[src/gauge_link_defines.vh]
// constants for the single-wire gauge host controller
// assumes a 10 MHz system clock; included by its bare name
`ifndef GAUGE_LINK_DEFINES_VH
`define GAUGE_LINK_DEFINES_VH

// ****************************************
// clock and line timing
// ****************************************
`define CLK_FREQ_KHZ        10000
// least times round up to whole cycles
`define BIT_CYCLE_US        200
`define BIT_CYCLE_CYC       ((`BIT_CYCLE_US * `CLK_FREQ_KHZ + 999) / 1000)
`define START_LOW_US        50
`define START_LOW_CYC       ((`START_LOW_US * `CLK_FREQ_KHZ + 999) / 1000)
`define DATA_SETUP_US       100
`define DATA_SETUP_CYC      ((`DATA_SETUP_US * `CLK_FREQ_KHZ + 999) / 1000)
`define STOP_SETUP_US       150
`define STOP_SETUP_CYC      ((`STOP_SETUP_US * `CLK_FREQ_KHZ + 999) / 1000)
`define BREAK_LOW_US        200
`define BREAK_LOW_CYC       ((`BREAK_LOW_US * `CLK_FREQ_KHZ + 999) / 1000)
`define BREAK_REC_US        50
`define BREAK_REC_CYC       ((`BREAK_REC_US * `CLK_FREQ_KHZ + 999) / 1000)
// longest time, rounds down
`define BIT_TIMEOUT_US      250
`define BIT_TIMEOUT_CYC     ((`BIT_TIMEOUT_US * `CLK_FREQ_KHZ) / 1000)

// ****************************************
// controller register offsets (byte addresses)
// ****************************************
`define REG_CTRL            8'h00
`define REG_CMD             8'h04
`define REG_WDATA           8'h08
`define REG_RDATA           8'h0c
`define REG_STATUS          8'h10
`define REG_FLAGS           8'h14

// ctrl fields
`define CTRL_GO             0
`define CTRL_BREAK          1
`define CTRL_VERIFY         2
`define CTRL_CHG_DONE       3
// cmd fields
`define CMD_DIR             7
// status fields
`define STAT_BUSY           0
`define STAT_DONE           1
`define STAT_TIMEOUT        2
`define STAT_MISMATCH       3
`define STAT_LINE           4

// ****************************************
// device side map
// ****************************************
`define FLAGS_PRIMARY_ADDR  7'h01
`define FLG_CHARGING        7
`define FLG_PACK_REPLACED   6
`define FLG_LEARN_STALE     4
`define FLG_QUAL_DISCHARGE  3
`define FLG_FIRST_EMPTY     1

`endif

[src/line_sync.v]
// synchroniser for the single-wire line
// assumes line_i is asynchronous to clk_i
module line_sync (
    input  wire clk_i,
    input  wire rst_n_i,
    input  wire line_i,
    output wire line_s_o,
    output reg  fall_o
);

    reg meta_q;
    reg sync_q;
    reg prev_q;

    assign line_s_o = sync_q;

    // idle level of the pulled-up line is high
    always @(posedge clk_i or negedge rst_n_i) begin
        if (!rst_n_i) begin
            meta_q <= 1'b1;
            sync_q <= 1'b1;
            prev_q <= 1'b1;
            fall_o <= 1'b0;
        end else begin
            meta_q <= line_i;
            sync_q <= meta_q;
            prev_q <= sync_q;
            fall_o <= prev_q & ~sync_q;
        end
    end

endmodule

[src/gauge_link_host.v]
// host controller for the single-wire gauge access port
// assumes a classic wishbone master, an external pull-up on the line
//
// What this block does
// - charge-complete input held high while cells full, low otherwise.
// - line is open drain; the pull-up is external to the host.
// - every byte is eight bits, least significant bit first.
// - host never exceeds 5 kbit/s on the line.
// - after a fault such as a 250 us bit, host returns to idle and software must request a break.
// - break is a long low, then host releases the line to the pull-up for recovery.
// - each bit frame starts with the sender pulling the line low.
// - bit value valid by data setup, held for data hold.
// - line released by stop setup, high until bit cycle ends.
// - host should verify each write by reading the register back.
`include "gauge_link_defines.vh"

module gauge_link_host #(
    parameter CYCLE_CYC   = `BIT_CYCLE_CYC,
    parameter START_CYC   = `START_LOW_CYC,
    parameter SETUP_CYC   = `DATA_SETUP_CYC,
    parameter STOP_CYC    = `STOP_SETUP_CYC,
    parameter BRK_CYC     = `BREAK_LOW_CYC,
    parameter REC_CYC     = `BREAK_REC_CYC,
    parameter TIMEOUT_CYC = `BIT_TIMEOUT_CYC
) (
    input  wire        clk_i,
    input  wire        resetn_i,
    input  wire        wb_cyc_i,
    input  wire        wb_stb_i,
    input  wire        wb_we_i,
    input  wire [7:0]  wb_adr_i,
    input  wire [31:0] wb_dat_i,
    input  wire [3:0]  wb_sel_i,
    output reg  [31:0] wb_dat_o,
    output reg         wb_ack_o,
    input  wire        line_i,
    output wire        line_o,
    output reg         line_oe_o,
    output wire        charge_complete_o
);

    // ****************************************
    // states
    // ****************************************
    localparam ST_IDLE    = 3'd0;
    localparam ST_BRK_LOW = 3'd1;
    localparam ST_BRK_REC = 3'd2;
    localparam ST_TX      = 3'd3;
    localparam ST_RX_WAIT = 3'd4;
    localparam ST_RX_BIT  = 3'd5;

    // all counts fit the 12 bit cycle counter
    localparam [11:0] CYCLE_N   = CYCLE_CYC[11:0];
    localparam [11:0] START_N   = START_CYC[11:0];
    localparam [11:0] SETUP_N   = SETUP_CYC[11:0];
    localparam [11:0] STOP_N    = STOP_CYC[11:0];
    localparam [11:0] BRK_N     = BRK_CYC[11:0];
    localparam [11:0] REC_N     = REC_CYC[11:0];
    localparam [11:0] TIMEOUT_N = TIMEOUT_CYC[11:0];

    // ****************************************
    // reset release
    // ****************************************
    reg rst_meta_q;
    reg rst_n;

    always @(posedge clk_i or negedge resetn_i) begin
        if (!resetn_i) begin
            rst_meta_q <= 1'b0;
            rst_n      <= 1'b0;
        end else begin
            rst_meta_q <= 1'b1;
            rst_n      <= rst_meta_q;
        end
    end

    // ****************************************
    // line input
    // ****************************************
    wire line_s;
    wire line_fall;

    line_sync u_sync (
        .clk_i    (clk_i),
        .rst_n_i  (rst_n),
        .line_i   (line_i),
        .line_s_o (line_s),
        .fall_o   (line_fall)
    );

    // ****************************************
    // registers
    // ****************************************
    reg  [2:0]  state_q;
    reg  [11:0] cnt_q;
    reg  [15:0] tx_q;
    reg  [7:0]  rx_q;
    reg  [4:0]  bits_q;
    reg         write_q;
    reg         verify_pend_q;
    reg  [6:0]  addr_q;
    reg         dir_q;
    reg  [7:0]  wdata_q;
    reg  [7:0]  rdata_q;
    reg  [7:0]  flags_q;
    reg         verify_en_q;
    reg         chg_done_q;
    reg         done_q;
    reg         timeout_q;
    reg         mismatch_q;

    wire req     = wb_cyc_i & wb_stb_i;
    wire wr_en   = req & wb_we_i & wb_ack_o & wb_sel_i[0];
    wire wr_ctrl = wr_en & (wb_adr_i == `REG_CTRL);
    wire wr_stat = wr_en & (wb_adr_i == `REG_STATUS);
    wire go_req  = wr_ctrl & wb_dat_i[`CTRL_GO];
    wire brk_req = wr_ctrl & wb_dat_i[`CTRL_BREAK];
    wire busy    = (state_q != ST_IDLE) | verify_pend_q;

    // open drain: only ever pull low, never drive high
    assign line_o            = 1'b0;
    // held level, software keeps it high while the cells stay full
    assign charge_complete_o = chg_done_q;

    // ****************************************
    // sequence end events
    // ****************************************
    wire frame_end = (cnt_q == CYCLE_N - 12'd1);
    wire tx_end    = (state_q == ST_TX) & frame_end & (bits_q == 5'd1);
    wire rx_done   = (state_q == ST_RX_BIT) & (cnt_q >= SETUP_N) & line_s;
    wire rx_end    = rx_done & (bits_q == 5'd0);
    wire brk_end   = (state_q == ST_BRK_REC) & (cnt_q == REC_N - 12'd1);
    wire waiting   = (state_q == ST_RX_WAIT) | (state_q == ST_RX_BIT);
    // a device bit longer than the limit is a fault; software must break
    wire to_hit    = waiting & ~rx_done & (cnt_q == TIMEOUT_N - 12'd1);
    wire done_set  = brk_end | (tx_end & write_q & ~verify_en_q) | rx_end;
    wire mis_set   = rx_end & verify_pend_q & (rx_q != wdata_q);

    // ****************************************
    // wishbone slave
    // ****************************************
    always @(posedge clk_i or negedge rst_n) begin
        if (!rst_n) begin
            wb_ack_o    <= 1'b0;
            wb_dat_o    <= 32'h0000_0000;
            addr_q      <= 7'h00;
            dir_q       <= 1'b0;
            wdata_q     <= 8'h00;
            verify_en_q <= 1'b0;
            chg_done_q  <= 1'b0;
        end else begin
            wb_ack_o <= req & ~wb_ack_o;
            if (req & ~wb_ack_o) begin
                case (wb_adr_i)
                    `REG_CTRL:   wb_dat_o <= {28'h0000000, chg_done_q, verify_en_q, 2'b00};
                    `REG_CMD:    wb_dat_o <= {24'h000000, dir_q, addr_q};
                    `REG_WDATA:  wb_dat_o <= {24'h000000, wdata_q};
                    `REG_RDATA:  wb_dat_o <= {24'h000000, rdata_q};
                    `REG_STATUS: wb_dat_o <= {27'h0000000, line_s, mismatch_q,
                                              timeout_q, done_q, busy};
                    `REG_FLAGS:  wb_dat_o <= {24'h000000, flags_q};
                    default:     wb_dat_o <= 32'h0000_0000;
                endcase
            end
            if (wr_ctrl) begin
                verify_en_q <= wb_dat_i[`CTRL_VERIFY];
                chg_done_q  <= wb_dat_i[`CTRL_CHG_DONE];
            end
            // command fields are frozen while a transfer runs
            if (wr_en & ~busy & (wb_adr_i == `REG_CMD)) begin
                addr_q <= wb_dat_i[6:0];
                dir_q  <= wb_dat_i[`CMD_DIR];
            end
            if (wr_en & ~busy & (wb_adr_i == `REG_WDATA))
                wdata_q <= wb_dat_i[7:0];
        end
    end

    // ****************************************
    // sticky status, hardware set wins over clear
    // ****************************************
    always @(posedge clk_i or negedge rst_n) begin
        if (!rst_n) begin
            done_q     <= 1'b0;
            timeout_q  <= 1'b0;
            mismatch_q <= 1'b0;
        end else begin
            done_q     <= done_set | (done_q & ~(wr_stat & wb_dat_i[`STAT_DONE]));
            timeout_q  <= to_hit | (timeout_q & ~(wr_stat & wb_dat_i[`STAT_TIMEOUT]));
            mismatch_q <= mis_set | (mismatch_q & ~(wr_stat & wb_dat_i[`STAT_MISMATCH]));
        end
    end

    // ****************************************
    // line driver
    // ****************************************
    // a one bit releases after the start low, a zero holds to stop setup
    wire [11:0] low_len = tx_q[0] ? START_N : STOP_N;

    // registered, so the whole frame lags one cycle but keeps its length
    always @(posedge clk_i or negedge rst_n) begin
        if (!rst_n)
            line_oe_o <= 1'b0;
        else
            line_oe_o <= (state_q == ST_BRK_LOW) |
                         ((state_q == ST_TX) & (cnt_q < low_len));
    end

    // ****************************************
    // bit sequencer
    // ****************************************
    always @(posedge clk_i or negedge rst_n) begin
        if (!rst_n) begin
            state_q       <= ST_IDLE;
            cnt_q         <= 12'h000;
            tx_q          <= 16'h0000;
            rx_q          <= 8'h00;
            bits_q        <= 5'h00;
            write_q       <= 1'b0;
            verify_pend_q <= 1'b0;
            rdata_q       <= 8'h00;
            flags_q       <= 8'h00;
        end else if (brk_req) begin
            // a break aborts whatever is in flight
            state_q       <= ST_BRK_LOW;
            cnt_q         <= 12'h000;
            verify_pend_q <= 1'b0;
        end else begin
            case (state_q)
                ST_IDLE: begin
                    cnt_q <= 12'h000;
                    if (verify_pend_q) begin
                        // read back the register just written
                        tx_q    <= {8'h00, 1'b0, addr_q};
                        bits_q  <= 5'd8;
                        write_q <= 1'b0;
                        state_q <= ST_TX;
                    end else if (go_req) begin
                        // command first, data byte after it, lsb first
                        tx_q    <= {wdata_q, dir_q, addr_q};
                        bits_q  <= dir_q ? 5'd16 : 5'd8;
                        write_q <= dir_q;
                        state_q <= ST_TX;
                    end
                end
                ST_BRK_LOW: begin
                    cnt_q <= cnt_q + 12'd1;
                    if (cnt_q == BRK_N - 12'd1) begin
                        cnt_q   <= 12'h000;
                        state_q <= ST_BRK_REC;
                    end
                end
                ST_BRK_REC: begin
                    cnt_q <= cnt_q + 12'd1;
                    if (brk_end)
                        state_q <= ST_IDLE;
                end
                ST_TX: begin
                    cnt_q <= cnt_q + 12'd1;
                    // full bit cycle per frame keeps the rate at the limit
                    if (frame_end) begin
                        cnt_q  <= 12'h000;
                        tx_q   <= {1'b0, tx_q[15:1]};
                        bits_q <= bits_q - 5'd1;
                        if (tx_end) begin
                            if (write_q) begin
                                verify_pend_q <= verify_en_q;
                                state_q       <= ST_IDLE;
                            end else begin
                                bits_q  <= 5'd8;
                                state_q <= ST_RX_WAIT;
                            end
                        end
                    end
                end
                ST_RX_WAIT: begin
                    cnt_q <= cnt_q + 12'd1;
                    if (line_fall) begin
                        cnt_q   <= 12'h000;
                        state_q <= ST_RX_BIT;
                    end else if (to_hit) begin
                        verify_pend_q <= 1'b0;
                        state_q       <= ST_IDLE;
                    end
                end
                ST_RX_BIT: begin
                    cnt_q <= cnt_q + 12'd1;
                    // the falling edge passes one register more than the sampled level line_s
                    if (cnt_q == SETUP_N - 12'd1) begin
                        rx_q   <= {line_s, rx_q[7:1]};
                        bits_q <= bits_q - 5'd1;
                    end
                    if (rx_end) begin
                        rdata_q       <= rx_q;
                        verify_pend_q <= 1'b0;
                        if (addr_q == `FLAGS_PRIMARY_ADDR)
                            flags_q <= rx_q;
                        state_q <= ST_IDLE;
                    end else if (rx_done) begin
                        cnt_q   <= 12'h000;
                        state_q <= ST_RX_WAIT;
                    end else if (to_hit) begin
                        verify_pend_q <= 1'b0;
                        state_q       <= ST_IDLE;
                    end
                end
                default: begin
                    state_q <= ST_IDLE;
                    cnt_q   <= 12'h000;
                end
            endcase
        end
    end

endmodule

[config.mk]
export PLATFORM = sky130hd
export DESIGN_NAME = gauge_link_host
export DESIGN_NICKNAME = d
export VERILOG_FILES = /design/src/line_sync.v /design/src/gauge_link_host.v
export VERILOG_INCLUDE_DIRS = /design/src
export SDC_FILE = /design/constraint.sdc
export NUM_CORES = 1
export LEC_CHECK = 0
export BUFFER_PORTS_ARGS = -buffer_cell sky130_fd_sc_hd__buf_2
export CAP_MARGIN = 20
export CORE_MARGIN = 10
export CORE_UTILIZATION = 60
export DETAILED_ROUTE_END_ITERATION = 10
export HOLD_SLACK_MARGIN = 0.1
export PLACE_DENSITY = 0.84
export SYNTH_ARGS = -nofsm -noshare
export SYNTH_HDL_FRONTEND = slang
export SYNTH_SLANG_ARGS = --single-unit
[constraint.sdc]
create_clock -name clk_i -period 6 [get_ports clk_i]
set_clock_uncertainty 0.1 [all_clocks]
set_input_delay 0.3 -clock clk_i [delete_from_list [all_inputs] [get_ports clk_i]]
set_output_delay 0.3 -clock clk_i [all_outputs]
set_load 0.01 [all_outputs]
==> results of run 1 <==
-- cells in the mapped netlist, drive strengths merged (4+ instances only) --
master	n
clkbuf	13
a21oi	31
a221oi	4
nor3	12
mux2	43
nand4	5
a22oi	10
ha	7
dfrtp	96
a31oi	12
xnor2	6
a21o	8
nor3b	12
and3	4
xor2	13
nor4	9
buf	33
nor2	53
nand3	16
inv	12
nand2b	7
o21ai	14
nand2	44
-- stage by stage --
stage | power (mW) | cells
global route | 1.85 | 655
CTS | 1.75 | 655
floorplan | 1.23 | 535
global placement | 1.28 | 633
finish | 1.74 | 655
detailed placement | 1.31 | 633
-- layout make-up --
| class | instances | area share |
|---|---|---|
| clock inverter | 7 | 0.0161 |
| sequential | 99 | 0.438 |
| inverter | 12 | 0.00794 |
| timing repair buffer | 42 | 0.0437 |
| multi-input combinational | 378 | 0.449 |
| clock buffer | 9 | 0.0218 |
| tap | 108 | 0.0238 |
-- logic make-up after synthesis --
logic type,Yosys count,share of synthesized area
adders and majority gates,7,0.0166
other,2,0.00143
xor gates and xnor gates,19,0.0316
AOI/OAI and AO/OA,95,0.119
muxes,46,0.103
buffers and inverters,58,0.0627
and+or+nand+nor,185,0.195
DFF,99,0.471
-- flip-flops by register name, indices dropped and copies added (netlist names), 3 cells and up --
register and count:
tx_q 16, flags_q 8, wb_dat_o 8, addr_q 7, rdata_q 8, cnt_q 12, state_q 3, bits_q 5
wdata_q 8, rx_q 8
-- worst paths after layout --
| kind | to | slack (ns) |
|---|---|---|
| worst min register to register | tx_q[6] | 0.17 |
| worst max-delay path | bits_q[2] | 3.06 |
| min in group clk_i | charge_complete_o | 0.14 |
| max in group asynchronous | flags_q[2] | 4.46 |
| worst max register to register | bits_q[2] | 3.06 |
| worst min-delay path | rst_n | 0.13 |
-- layer usage --
layer  vias to the layer above  track usage
li1                       1837            -
met2                       172        0.301
met5                         -            0
met1                      1935        0.232
met4                         0       0.0753
met3                        23       0.0530
-- power groups by stage --
stage | Sequential, mW | Combinational [mW] | Clock (mW)
final | 0.851 | 0.452 | 0.438
after global routing | 0.865 | 0.511 | 0.477
after CTS | 0.850 | 0.452 | 0.446
after detailed placement | 0.862 | 0.445 | 0
after global placement | 0.858 | 0.422 | 0
after floorplan | 0.824 | 0.410 | 0
==> impl_results.md, run 1 <==
- Result of the run: completed
- Max Used Layer: met4
- Clock latency reported for the late side of the worst-skew pair: 0.37 ns
- Leakage: 2.67 nW
- Final WS setup: 3.06 ns
- Synthesized area per cell: 10.3 um2
- Crit path capture type: register
- Arrival @ worst endpoint: 3.12 ns
- Pins Over Slew Limit: 0
- # hold bufs at CTS: 6
- Flip-flop and latch count after synthesis: a little under 100
- Crit path cell chain: nand3b_1, nor4_1, o22ai_1, nor2_4, o21ai_1, a221oi_2
- Initial antenna violation count: 0
- Count of port buffers added during placement: 33
- FP Rows: 34
- RePlAce Congestion: approximately 0.86
- Starting Density: 0.610
- Layout-stage area growth over the synthesis result: 7.72%
- Top-area cell type share of the netlist area: 0.456
- Netlist area before placement: approximately 0.0053 mm2
- Number of antenna repair diodes: 0
- Summed area of non-filler cells in the final layout: about 0.0057 mm2
- I/O pin count: 86
- Slew at the pin closest to its max-slew limit: around 0.84 ns
- Number of enable-type register cells in the synthesized netlist: 0
- Most common cell after layout, fill and taps aside: sky130_fd_sc_hd__dfrtp_1
- Chip height: 114 um
- Worst reg-to-reg path cell count: 6
- Number of filler instances in the final layout: 649
- Buffer type at the clock tree root: sky130_fd_sc_hd__clkbuf_8
- M1 wire length: slightly below 5000 um
- TritonCTS clock tree: done
- Routed wirelength normalized by instance count: 18.2 um
- Final number of setup-violating endpoints: 0
- Delay-heaviest family, CP: simple AND/OR/NAND/NOR gates
- Required time at the worst-slack endpoint: 6.18 ns
- Post-CTS setup buffer count: 0
- Number of nets at the end of the flow: 599
- CTS buffer count: 9
- Starting DRT DRC Count: 351
- Vias in the first global route: 3995
- Clk pwr share: 0.252
- Psw: 0.648 mW
- Fraction of the yosys area taken by sequential cells: 0.471
- Most frequent cells in the layout: sky130_fd_sc_hd__dfrtp_1 (95), sky130_fd_sc_hd__nor2_1 (50), sky130_fd_sc_hd__nand2_1 (42), sky130_fd_sc_hd__mux2_2 (34), sky130_fd_sc_hd__buf_2 (33)
- Wire length of the first global-routing pass: around 20000 um
- Synth Flop Type: sky130_fd_sc_hd__dfrtp_1
- Peak Freq: 340 MHz
- Quantity of gates resized following cts: 0
- Critical-path maximum fanout: 33
- Cell count along the critical path: 6
- RR Startpoint: state_q[1]
- Fin crit period: 2.94 ns
- Largest area contributor in the synthesized netlist: sky130_fd_sc_hd__dfrtp_1
- DP Area: 0.00540 mm2
- Number of vias per cell: 6.06
- Clock net sink count: 99
- Critical path's largest stage delay: 0.65 ns
- Area of the multi-input gates: 0.00255 mm2
- Core box area: 0.00864 mm2
- Sum of met2 wire segment lengths after detailed routing: 5880 um
- Part of the total power dissipated in sequential elements: 0.489
- Maximum capacitance violations: 0
- Clock transition at the registers of the reported paths: 0.11 ns
- Maximum number of pins on one net before global-route repair: 67
- Final-layout setup total negative slack: 0 ns
- Total power per unit cell area: 307 mW/mm2
- HPWL after detailed placement: 8630 um
- Via count: 3967
- Critical Path Start: state_q[1]
- Final cycle utilization of the critical path: 0.490
- H-Tree Level Count: 3
- Unrepaired setup endpoints after global routing: no
- Detailed-routed wire length on met3: 871 um
- Fraction of layout instances using a drive strength above 1: 0.212
- Remaining global-route overflow: 0
- Worst Hold Class: primary input to async pin
- Worst relative slew slack: 0.438
- Length of the first detailed-routing pass in iterations: 5
- Setup slack at placement: a little over 3 ns
- CTS Buffer Depth: 2
- Number of warnings reported in the yosys synthesis log: 0
- Largest cells by area after synthesis: sky130_fd_sc_hd__dfrtp_1 (46%), sky130_fd_sc_hd__mux2_2 (7.3%), sky130_fd_sc_hd__buf_4 (3.7%), sky130_fd_sc_hd__nor2_1 (3.6%), sky130_fd_sc_hd__nand2_1 (3.0%)
- DIE WIDTH: 114 um
- Switching part of the total power: 0.372
- Remaining antenna violation count after routing: 0
- Wire length after detailed routing: 11900 um
- Worst ir drop on vdd: 182 uV
- Overall die area: 0.0129 mm2
- Cell Int Power: roughly 1.1 mW
- Post-detailed-route DRC marker count: 0
- Category of the worst setup path launch point: register
- Mapped Cells: 511
- Count of different cell masters after synthesis: 62
- Post-Route Utilization: 0.657
- Hold WS: ~0.13 ns
- Ys async rst share: 1.00
- Path type of the worst setup path: register to register
- Total GRT Usage: 0.187
- Final Hold Fails: 0
- WP buf/inv: 0
- Sequential cell area: around 0.0025 mm2
- Combinational share of power: 0.260
- Slowest library cell on the worst path: sky130_fd_sc_hd__dfrtp_1
(Power assumes the default switching activity.)
==> run 2: changes to the inputs <==
--- a/config.mk
+++ b/config.mk
@@ -9,10 +9,10 @@
 export BUFFER_PORTS_ARGS = -buffer_cell sky130_fd_sc_hd__buf_2
 export CAP_MARGIN = 20
 export CORE_MARGIN = 10
-export CORE_UTILIZATION = 60
+export CORE_UTILIZATION = 51
 export DETAILED_ROUTE_END_ITERATION = 10
 export HOLD_SLACK_MARGIN = 0.1
-export PLACE_DENSITY = 0.84
+export PLACE_DENSITY = 0.76
 export SYNTH_ARGS = -nofsm -noshare
 export SYNTH_HDL_FRONTEND = slang
 export SYNTH_SLANG_ARGS = --single-unit
==> constraint.sdc (replaced) <==
create_clock -name clk_i -period 2.7 [get_ports clk_i]
set_clock_uncertainty 0.1 [all_clocks]
set_input_delay 0.135 -clock clk_i [delete_from_list [all_inputs] [get_ports clk_i]]
set_output_delay 0.135 -clock clk_i [all_outputs]
set_load 0.01 [all_outputs]
==> run 2 against run 1 <==
Clock-buffer cell count up 1. Final cell count up 6.7%. Die area up 14%. Hold slack better by 0.073 ns. Sequential share of layout area down 1.5 points. Flip-flop and latch count unchanged. Largest cell class unchanged. Largest power group unchanged.
==> impl_results.md, run 2 (synthesis gave the netlist of run 1 again) <==
- Result of the run: completed (unchanged)
- Final-layout setup total negative slack: 0 ns (unchanged)
- Critical-path maximum fanout: 9 (was 33)
- Clock latency reported for the late side of the worst-skew pair: 0.39 ns (was 0.37 ns)
- Fin crit period: 2.44 ns (was 2.94 ns)
- Crit path cell chain: nand4_1, o31a_1, nor2_1, nand3_4, nor2_4, mux2_4 (was nand3b_1, nor4_1, o22ai_1, nor2_4, o21ai_1, a221oi_2)
- Wire length after detailed routing: 12000 um (was 11900 um)
- HPWL after detailed placement: 8870 um (was 8630 um)
- Maximum number of pins on one net before global-route repair: 54 (was 67)
- Number of flip-flops under the largest register name: 16 (unchanged)
- Buffer type at the clock tree root: sky130_fd_sc_hd__clkbuf_8 (unchanged)
- FP Rows: 37 (was 34)
- Number of antenna repair diodes: 0 (unchanged)
- Layout-stage area growth over the synthesis result: 11.4% (was 7.72%)
- Slowest library cell on the worst path: sky130_fd_sc_hd__dfstp_2 (was sky130_fd_sc_hd__dfrtp_1)
- Core box area: 0.0102 mm2 (was 0.00864 mm2)
- Unrepaired setup endpoints after global routing: no (unchanged)
- Final number of setup-violating endpoints: 0 (unchanged)
- Starting DRT DRC Count: 377 (was 351)
- Worst Hold Class: primary input to register (was primary input to async pin)
- Setup slack at placement: 0.311 ns (was 3.11 ns)
- WP buf/inv: 0 (unchanged)
- Slew at the pin closest to its max-slew limit: 0.611 ns (was 0.842 ns)
- Initial antenna violation count: 0 (unchanged)
- Peak Freq: 410 MHz (was 340 MHz)
- Starting Density: 0.517 (was 0.610)
- Required time at the worst-slack endpoint: 2.88 ns (was 6.18 ns)
- CTS buffer count: 9 (unchanged)
- Chip height: 122 um (was 114 um)
- Post-CTS setup buffer count: 0 (unchanged)
- Path type of the worst setup path: register to register (unchanged)
- Total GRT Usage: 0.168 (was 0.187)
- Pins Over Slew Limit: 0 (unchanged)
- Count of port buffers added during placement: 33 (unchanged)
- Number of vias per cell: 5.74 (was 6.06)
- Remaining global-route overflow: 0 (unchanged)
- I/O pin count: 86 (unchanged)
- Clock transition at the registers of the reported paths: 0.10 ns (was 0.11 ns)
- CTS Buffer Depth: 2 (unchanged)
- Final WS setup: 0.259 ns (was 3.06 ns)
- Delay-heaviest family, CP: simple AND/OR/NAND/NOR gates (unchanged)
- Clock net sink count: 99 (unchanged)
- Vias in the first global route: 3963 (was 3995)
- Crit path capture type: register (unchanged)
- Overall die area: 0.0148 mm2 (was 0.0129 mm2)
- Routed wirelength normalized by instance count: 17.1 um (was 18.2 um)
- Worst relative slew slack: 0.591 (was 0.438)
- Final Hold Fails: 0 (unchanged)
- Maximum capacitance violations: 0 (unchanged)
- Number of nets at the end of the flow: 615 (was 599)
- DIE WIDTH: 122 um (was 114 um)
- H-Tree Level Count: 3 (unchanged)
- Wire length of the first global-routing pass: 20000 um (was 19800 um)
- Final cycle utilization of the critical path: 0.904 (was 0.490)
- Post-detailed-route DRC marker count: 0 (unchanged)
- Total power per unit cell area: 673 mW/mm2 (was 307 mW/mm2)
- Arrival @ worst endpoint: 2.62 ns (was 3.12 ns)
- Critical path's largest stage delay: 0.58 ns (was 0.65 ns)
- Largest registers: tx_q: 16 flops, cnt_q: 12 flops (unchanged)
- TritonCTS clock tree: done (unchanged)
- Fraction of layout instances using a drive strength above 1: 0.227 (was 0.212)
- Most frequent cells in the layout: sky130_fd_sc_hd__dfrtp_1 (95), sky130_fd_sc_hd__nor2_1 (50), sky130_fd_sc_hd__nand2_1 (42), sky130_fd_sc_hd__mux2_2 (34), sky130_fd_sc_hd__buf_2 (33) (unchanged)
- Remaining antenna violation count after routing: 0 (unchanged)
- Largest Register: tx_q (unchanged)
- Via count: 4009 (was 3967)
- Leakage: 2.76 nW (was 2.67 nW)
- Worst ir drop on vdd: 412 uV (was 182 uV)
- Category of the worst setup path launch point: register (unchanged)
- RePlAce Congestion: 0.902 (was 0.858)
- Length of the first detailed-routing pass in iterations: 5 (unchanged)
- Most common cell after layout, fill and taps aside: sky130_fd_sc_hd__dfrtp_1 (unchanged)
-- run 2: changes by cell type in the layout (fill, tap and decap cells not counted), sizes merged --
cell and delta:
clkinv -3, inv +2, clkbuf +1, dlygate4sd3 +5, buf +11
-- run 2: final cells by class --
type | instances | area, um2
repair buffers | 58 | 418
multi-input cells | 378 | 2550
clock buffers | 10 | 138
well taps | 136 | 170
inverters | 12 | 45.0
flip-flops and latches | 99 | 2480
clock inverters | 6 | 62.6
fillers | 851 | 4310
-- run 2: report_power, final --
group          leakage (nW)  switching [mW]  internal (mW)
clock                 0.103           0.577          0.388
combinational          1.34           0.697          0.453
sequential             1.31           0.155           1.68
total                  2.76            1.43           2.52
-- run 2: worst paths after layout --
kind                                  from       endpoint  slack [ns]  depth (start not counted)
hold reg to reg                      rst_n        tx_q[5]        0.25                          0
max in group asynchronous            rst_n  u_sync.prev_q        1.54                          1
setup reg to reg           u_sync.line_s_o     flags_q[2]        0.26                          6
setup / recovery           u_sync.line_s_o     flags_q[2]        0.26                          6
hold / removal                 wb_adr_i[4]    wb_dat_o[6]        0.20                          3
min in group asynchronous            rst_n        tx_q[5]        0.25                          0
-- run 2: worst min-delay path, stage by stage --
cell and delay [ns]:
sky130_fd_sc_hd__buf_2 0.11, sky130_fd_sc_hd__a211o_1 0.27, sky130_fd_sc_hd__o21ai_0 0.13
-- run 2: metrics by stage --
step	hold slack [ns]	power [mW]	cells	cell area (um2)	util
floorplan	-0.261	2.74	535	5360	-
global placement	-0.179	2.94	672	5560	0.545
detailed placement	-0.176	2.99	672	5560	0.545
CTS	0.173	3.97	699	5870	0.576
global route	0.225	4.22	699	5870	0.577
finish	0.202	3.95	699	5870	0.577
-- run 2: timing repair --
action | in CTS | in global routing
resized for setup | 0 | 1
endpoints found under the hold margin | 25 | 0
endpoints found under the setup margin | 0 | 1
hold buffers | 11 | 0
-- run 2: layer usage --
layer	track usage	up-vias	wire length (um)
li1	-	1866	-
met1	0.221	1973	5230
met2	0.259	146	5620
met3	0.0412	24	845
met4	0.0715	0	256
met5	0	-	0
==> run 3: changes to the inputs <==
--- a/config.mk
+++ b/config.mk
@@ -9,10 +9,11 @@
 export BUFFER_PORTS_ARGS = -buffer_cell sky130_fd_sc_hd__buf_2
 export CAP_MARGIN = 20
 export CORE_MARGIN = 10
-export CORE_UTILIZATION = 51
+export CORE_UTILIZATION = 52
 export DETAILED_ROUTE_END_ITERATION = 10
 export HOLD_SLACK_MARGIN = 0.1
-export PLACE_DENSITY = 0.76
+export PLACE_DENSITY = 0.77
 export SYNTH_ARGS = -nofsm -noshare
 export SYNTH_HDL_FRONTEND = slang
+export SYNTH_HIERARCHICAL = 1
 export SYNTH_SLANG_ARGS = --single-unit
==> run 3 against run 2 <==
First-iteration DRC count down 12%. Synthesized cell count up 1.2%. Synthesized area up 4.1%. Highest routed layer unchanged. Combinational power down 79%. Maximum frequency down 2.0%. Register-to-register slack worse by 0.05 ns. Sequential share of layout area down 1.5 points. Design area up 3.7%. Hold slack worse by 0.096 ns.
==> impl_results.md, run 3 <==
- Cell Int Power: 2.02 mW (was 2.52 mW)
- Worst relative slew slack: 0.516 (was 0.591)
- CTS Buffer Depth: 2 (unchanged)
- Number of vias per cell: 5.81 (was 5.74)
- Vias in the first global route: 4071 (was 3963)
- Fraction of layout instances using a drive strength above 1: 0.241 (was 0.227)
- Combinational share of power: 0.086 (was 0.291)
- Pins Over Slew Limit: 0 (unchanged)
- FP Rows: 37 (unchanged)
- Arrival @ worst endpoint: 2.67 ns (was 2.62 ns)
- Peak Freq: 401 MHz (was 410 MHz)
- I/O pin count: 86 (unchanged)
- Length of the first detailed-routing pass in iterations: 4 (was 5)
- Category of the worst setup path launch point: register (unchanged)
- Most common cell after layout, fill and taps aside: sky130_fd_sc_hd__dfrtp_1 (unchanged)
- Clk pwr share: 0.338 (was 0.244)
- Remaining global-route overflow: 0 (unchanged)
- Part of the total power dissipated in sequential elements: 0.575 (was 0.465)
- CTS buffer count: 9 (unchanged)
- Largest family of logic cells by synthesized area: simple AND/OR/NAND/NOR gates (unchanged)
- Core box area: 0.0103 mm2 (was 0.0102 mm2)
- Flip-flop and latch count after synthesis: 99 (unchanged)
- Final std cells w/o fill: 708 (was 699)
- Final Hold Fails: 0 (unchanged)
- Via count: 4116 (was 4009)
- Clock transition at the registers of the reported paths: 0.11 ns (was 0.10 ns)
- Remaining antenna violation count after routing: 0 (unchanged)
- Netlist area before placement: 0.00549 mm2 (was 0.00527 mm2)
- Layout-stage area growth over the synthesis result: 11.0% (was 11.4%)
- Clock net sink count: 99 (unchanged)
- Count of port buffers added during placement: 33 (unchanged)
- RePlAce Congestion: 0.934 (was 0.902)
- Clock latency reported for the late side of the worst-skew pair: 0.38 ns (was 0.39 ns)
- Slew at the pin closest to its max-slew limit: 0.716 ns (was 0.611 ns)
- Post-synth top cells: sky130_fd_sc_hd__dfrtp_1 (96), sky130_fd_sc_hd__mux2_2 (48), sky130_fd_sc_hd__o21ai_0 (41), sky130_fd_sc_hd__nor2_1 (34), sky130_fd_sc_hd__nand2_1 (27) (was sky130_fd_sc_hd__dfrtp_1 (96), sky130_fd_sc_hd__nor2_1 (50), sky130_fd_sc_hd__nand2_1 (42), sky130_fd_sc_hd__mux2_2 (34), sky130_fd_sc_hd__a21oi_1 (30))
- Critical R2R Capture: wdata_q[1] (was flags_q[2])
- Chip height: 123 um (was 122 um)
- Initial antenna violation count: 0 (unchanged)
- Top-area cell type share of the netlist area: 0.438 (was 0.456)
- Unrepaired setup endpoints after global routing: no (unchanged)
- Buffer type at the clock tree root: sky130_fd_sc_hd__clkbuf_8 (unchanged)
- Total power per unit cell area: 469 mW/mm2 (was 673 mW/mm2)
- Hold WS: 0.106 ns (was 0.202 ns)
- Placed Cells: 681 (was 672)
- Post-detailed-route DRC marker count: 0 (unchanged)
- Number of warnings reported in the yosys synthesis log: 6 (was 0)
- Leading cell type by number of instances after synthesis: sky130_fd_sc_hd__dfrtp_1 (unchanged)
- Most frequent cells in the layout: sky130_fd_sc_hd__dfrtp_1 (95), sky130_fd_sc_hd__mux2_2 (48), sky130_fd_sc_hd__o21ai_0 (41), sky130_fd_sc_hd__nor2_1 (34), sky130_fd_sc_hd__buf_2 (33) (was sky130_fd_sc_hd__dfrtp_1 (95), sky130_fd_sc_hd__nor2_1 (50), sky130_fd_sc_hd__nand2_1 (42), sky130_fd_sc_hd__mux2_2 (34), sky130_fd_sc_hd__buf_2 (33))
- TritonCTS clock tree: done (unchanged)
- Wire length of the first global-routing pass: 20900 um (was 20000 um)
- Switching part of the total power: 0.294 (was 0.362)
- Worst reg-to-reg path cell count: 5 (was 6)
- Largest Register: tx_q (unchanged)
- Synthesized-area fraction occupied by xor and xnor cells: 0.0287 (was 0.0316)
- Final number of setup-violating endpoints: 0 (unchanged)
- Final cycle utilization of the critical path: 0.923 (was 0.904)
- Largest cells by area after synthesis: sky130_fd_sc_hd__dfrtp_1 (44%), sky130_fd_sc_hd__mux2_2 (9.9%), sky130_fd_sc_hd__mux2i_1 (4.6%), sky130_fd_sc_hd__o21ai_0 (3.7%), sky130_fd_sc_hd__buf_4 (3.4%) (was sky130_fd_sc_hd__dfrtp_1 (46%), sky130_fd_sc_hd__mux2_2 (7.3%), sky130_fd_sc_hd__buf_4 (3.7%), sky130_fd_sc_hd__nor2_1 (3.6%), sky130_fd_sc_hd__nand2_1 (3.0%))
- Number of flip-flops under the largest register name: 16 (unchanged)
- Worst ir drop on vdd: 279 uV (was 412 uV)
- Area share of and/or/nand/nor cells after synthesis: 0.166 (was 0.195)
- Post-CTS setup buffer count: 0 (unchanged)
- Critical-path maximum fanout: 12 (was 9)
- Ys async rst share: 1.00 (unchanged)
- Count of different cell masters after synthesis: 74 (was 62)
- Wire length after detailed routing: 12800 um (was 12000 um)
- Psw: 0.841 mW (was 1.43 mW)
- HPWL after detailed placement: 9480 um (was 8870 um)
- Mapped Cells: 517 (was 511)
- Starting Density: 0.531 (was 0.517)
- Overall die area: 0.0151 mm2 (was 0.0148 mm2)
- Number of antenna repair diodes: 0 (unchanged)
- Fraction of the yosys area taken by sequential cells: 0.452 (was 0.471)
- H-Tree Level Count: 3 (unchanged)
- Path type of the worst setup path: register to register (unchanged)
- Largest registers: tx_q: 16 flops, cnt_q: 12 flops (unchanged)
- Result of the run: completed (unchanged)
- Synth Flop Type: sky130_fd_sc_hd__dfrtp_1 (unchanged)
- Fin crit period: 2.49 ns (was 2.44 ns)
- Required time at the worst-slack endpoint: 2.88 ns (about the same)
- Leakage: 2.87 nW (was 2.76 nW)
- RR Startpoint: state_q[0] (was u_sync.line_s_o)
- Total GRT Usage: 0.174 (was 0.168)
- Routed wirelength normalized by instance count: 18.1 um (was 17.1 um)
- Final-layout setup total negative slack: 0 ns (unchanged)
- Mux share of post-synthesis cell area: 0.144 (was 0.103)
- Synthesized area per cell: 10.6 um2 (was 10.3 um2)
- Synth Area in Compound Gates: 0.125 (was 0.118)
- Maximum number of pins on one net before global-route repair: 80 (was 54)
- Starting DRT DRC Count: 331 (was 377)
- Crit path capture type: register (unchanged)
- Number of enable-type register cells in the synthesized netlist: 0 (unchanged)
- Adder and majority gate portion of the synthesized area: 0.0160 (was 0.0166)
- Largest area contributor in the synthesized netlist: sky130_fd_sc_hd__dfrtp_1 (unchanged)
- Slack of the worst reg-to-reg path: 0.21 ns (was 0.26 ns)
- Number of nets at the end of the flow: 624 (was 615)
- Maximum capacitance violations: 0 (unchanged)
- DIE WIDTH: 123 um (was 122 um)
- Worst Hold Class: register to async pin (was primary input to register)
-- run 3: cell types whose count changed after synthesis, moves of 5 or more --
cell,delta
sky130_fd_sc_hd__nor3_1,-5
sky130_fd_sc_hd__inv_1,+9
sky130_fd_sc_hd__mux2_4,-8
sky130_fd_sc_hd__a22oi_1,-6
sky130_fd_sc_hd__o21ai_0,+29
sky130_fd_sc_hd__nand2_1,-15
sky130_fd_sc_hd__nor2_1,-16
sky130_fd_sc_hd__mux2_2,+14
sky130_fd_sc_hd__a21oi_1,-11
sky130_fd_sc_hd__a21o_1,-8
sky130_fd_sc_hd__mux2i_1,+22
sky130_fd_sc_hd__a31oi_1,-11
sky130_fd_sc_hd__o31ai_1,+5
-- run 3: final cells by class --
class | instances | area (um2)
fill | 874 | 4230
timing repair buffer | 61 | 415
multi-input combinational | 375 | 2740
clock buffer | 9 | 124
clock inverter | 7 | 80.1
inverter | 21 | 78.8
tap | 136 | 170
sequential | 99 | 2480
-- run 3: cell families (layout without fill, tap and decap cells) --
kind of cell / count (synthesis) / count (layout)
simple gates: 144 / 144
compound gates: 107 / 107
flops: 99 / 99
mux: 73 / 73
buf+inv: 67 / 98
xor+xnor: 18 / 18
fa+ha+maj: 7 / 7
other cells: 2 / 26
-- run 3: how the worst max path moves through the flow --
stage	startpoint	endpoint	cells after the start
final	state_q[0]	wdata_q[1]	5
after CTS	bits_q[0]	flags_q[1]	7
after floorplan	bits_q[0]	flags_q[0]	8
after global routing	state_q[0]	wdata_q[6]	5
after detailed placement	bits_q[0]	flags_q[1]	7
after global placement	state_q[0]	addr_q[1]	5
-- run 3: repair_timing --
action                                  in CTS  in global routing
hold endpoints to repair                    24                  0
hold buffers                                11                  0
resized for setup                            0                  1
endpoints found under the setup margin       0                  2
-- run 3: power groups by stage --
stage	Combinational (mW)	Clock, mW	Sequential (mW)
2_1_floorplan	0.225	0	1.63
3_3_place_gp	0.223	0	1.67
3_5_place_dp	0.231	0	1.67
4_1_cts	0.247	0.989	1.64
5_1_grt	0.281	1.06	1.66
6_report	0.247	0.967	1.65
-- run 3: per-layer routing --
layer  track usage  vias to the layer above  share of wire
li1              -                     1917              -
met4        0.0596                        0          0.021
met1         0.233                     2018           0.44
met5             0                        -              0
met3        0.0372                       24          0.075
met2         0.275                      157           0.46
-- run 3: through the flow --
stage               total power [mW]  cell area (um2)   util  worst slack [ns]
floorplan                       1.85             5580      -             0.433
global placement                1.89             5770  0.559             0.299
detailed placement              1.90             5770  0.559             0.241
CTS                             2.88             6080  0.589             0.202
global route                    3.00             6090  0.590            0.0760
finish                          2.86             6090  0.590             0.208
-- run 3: critical path, cell delays in order (launching register included) --
cell and delay [ns]:
sky130_fd_sc_hd__dfrtp_1 0.52, sky130_fd_sc_hd__or3_1 0.52, sky130_fd_sc_hd__nor2_2 0.18, sky130_fd_sc_hd__nand4_2 0.21
sky130_fd_sc_hd__nor3b_4 0.47, sky130_fd_sc_hd__mux2_2 0.39
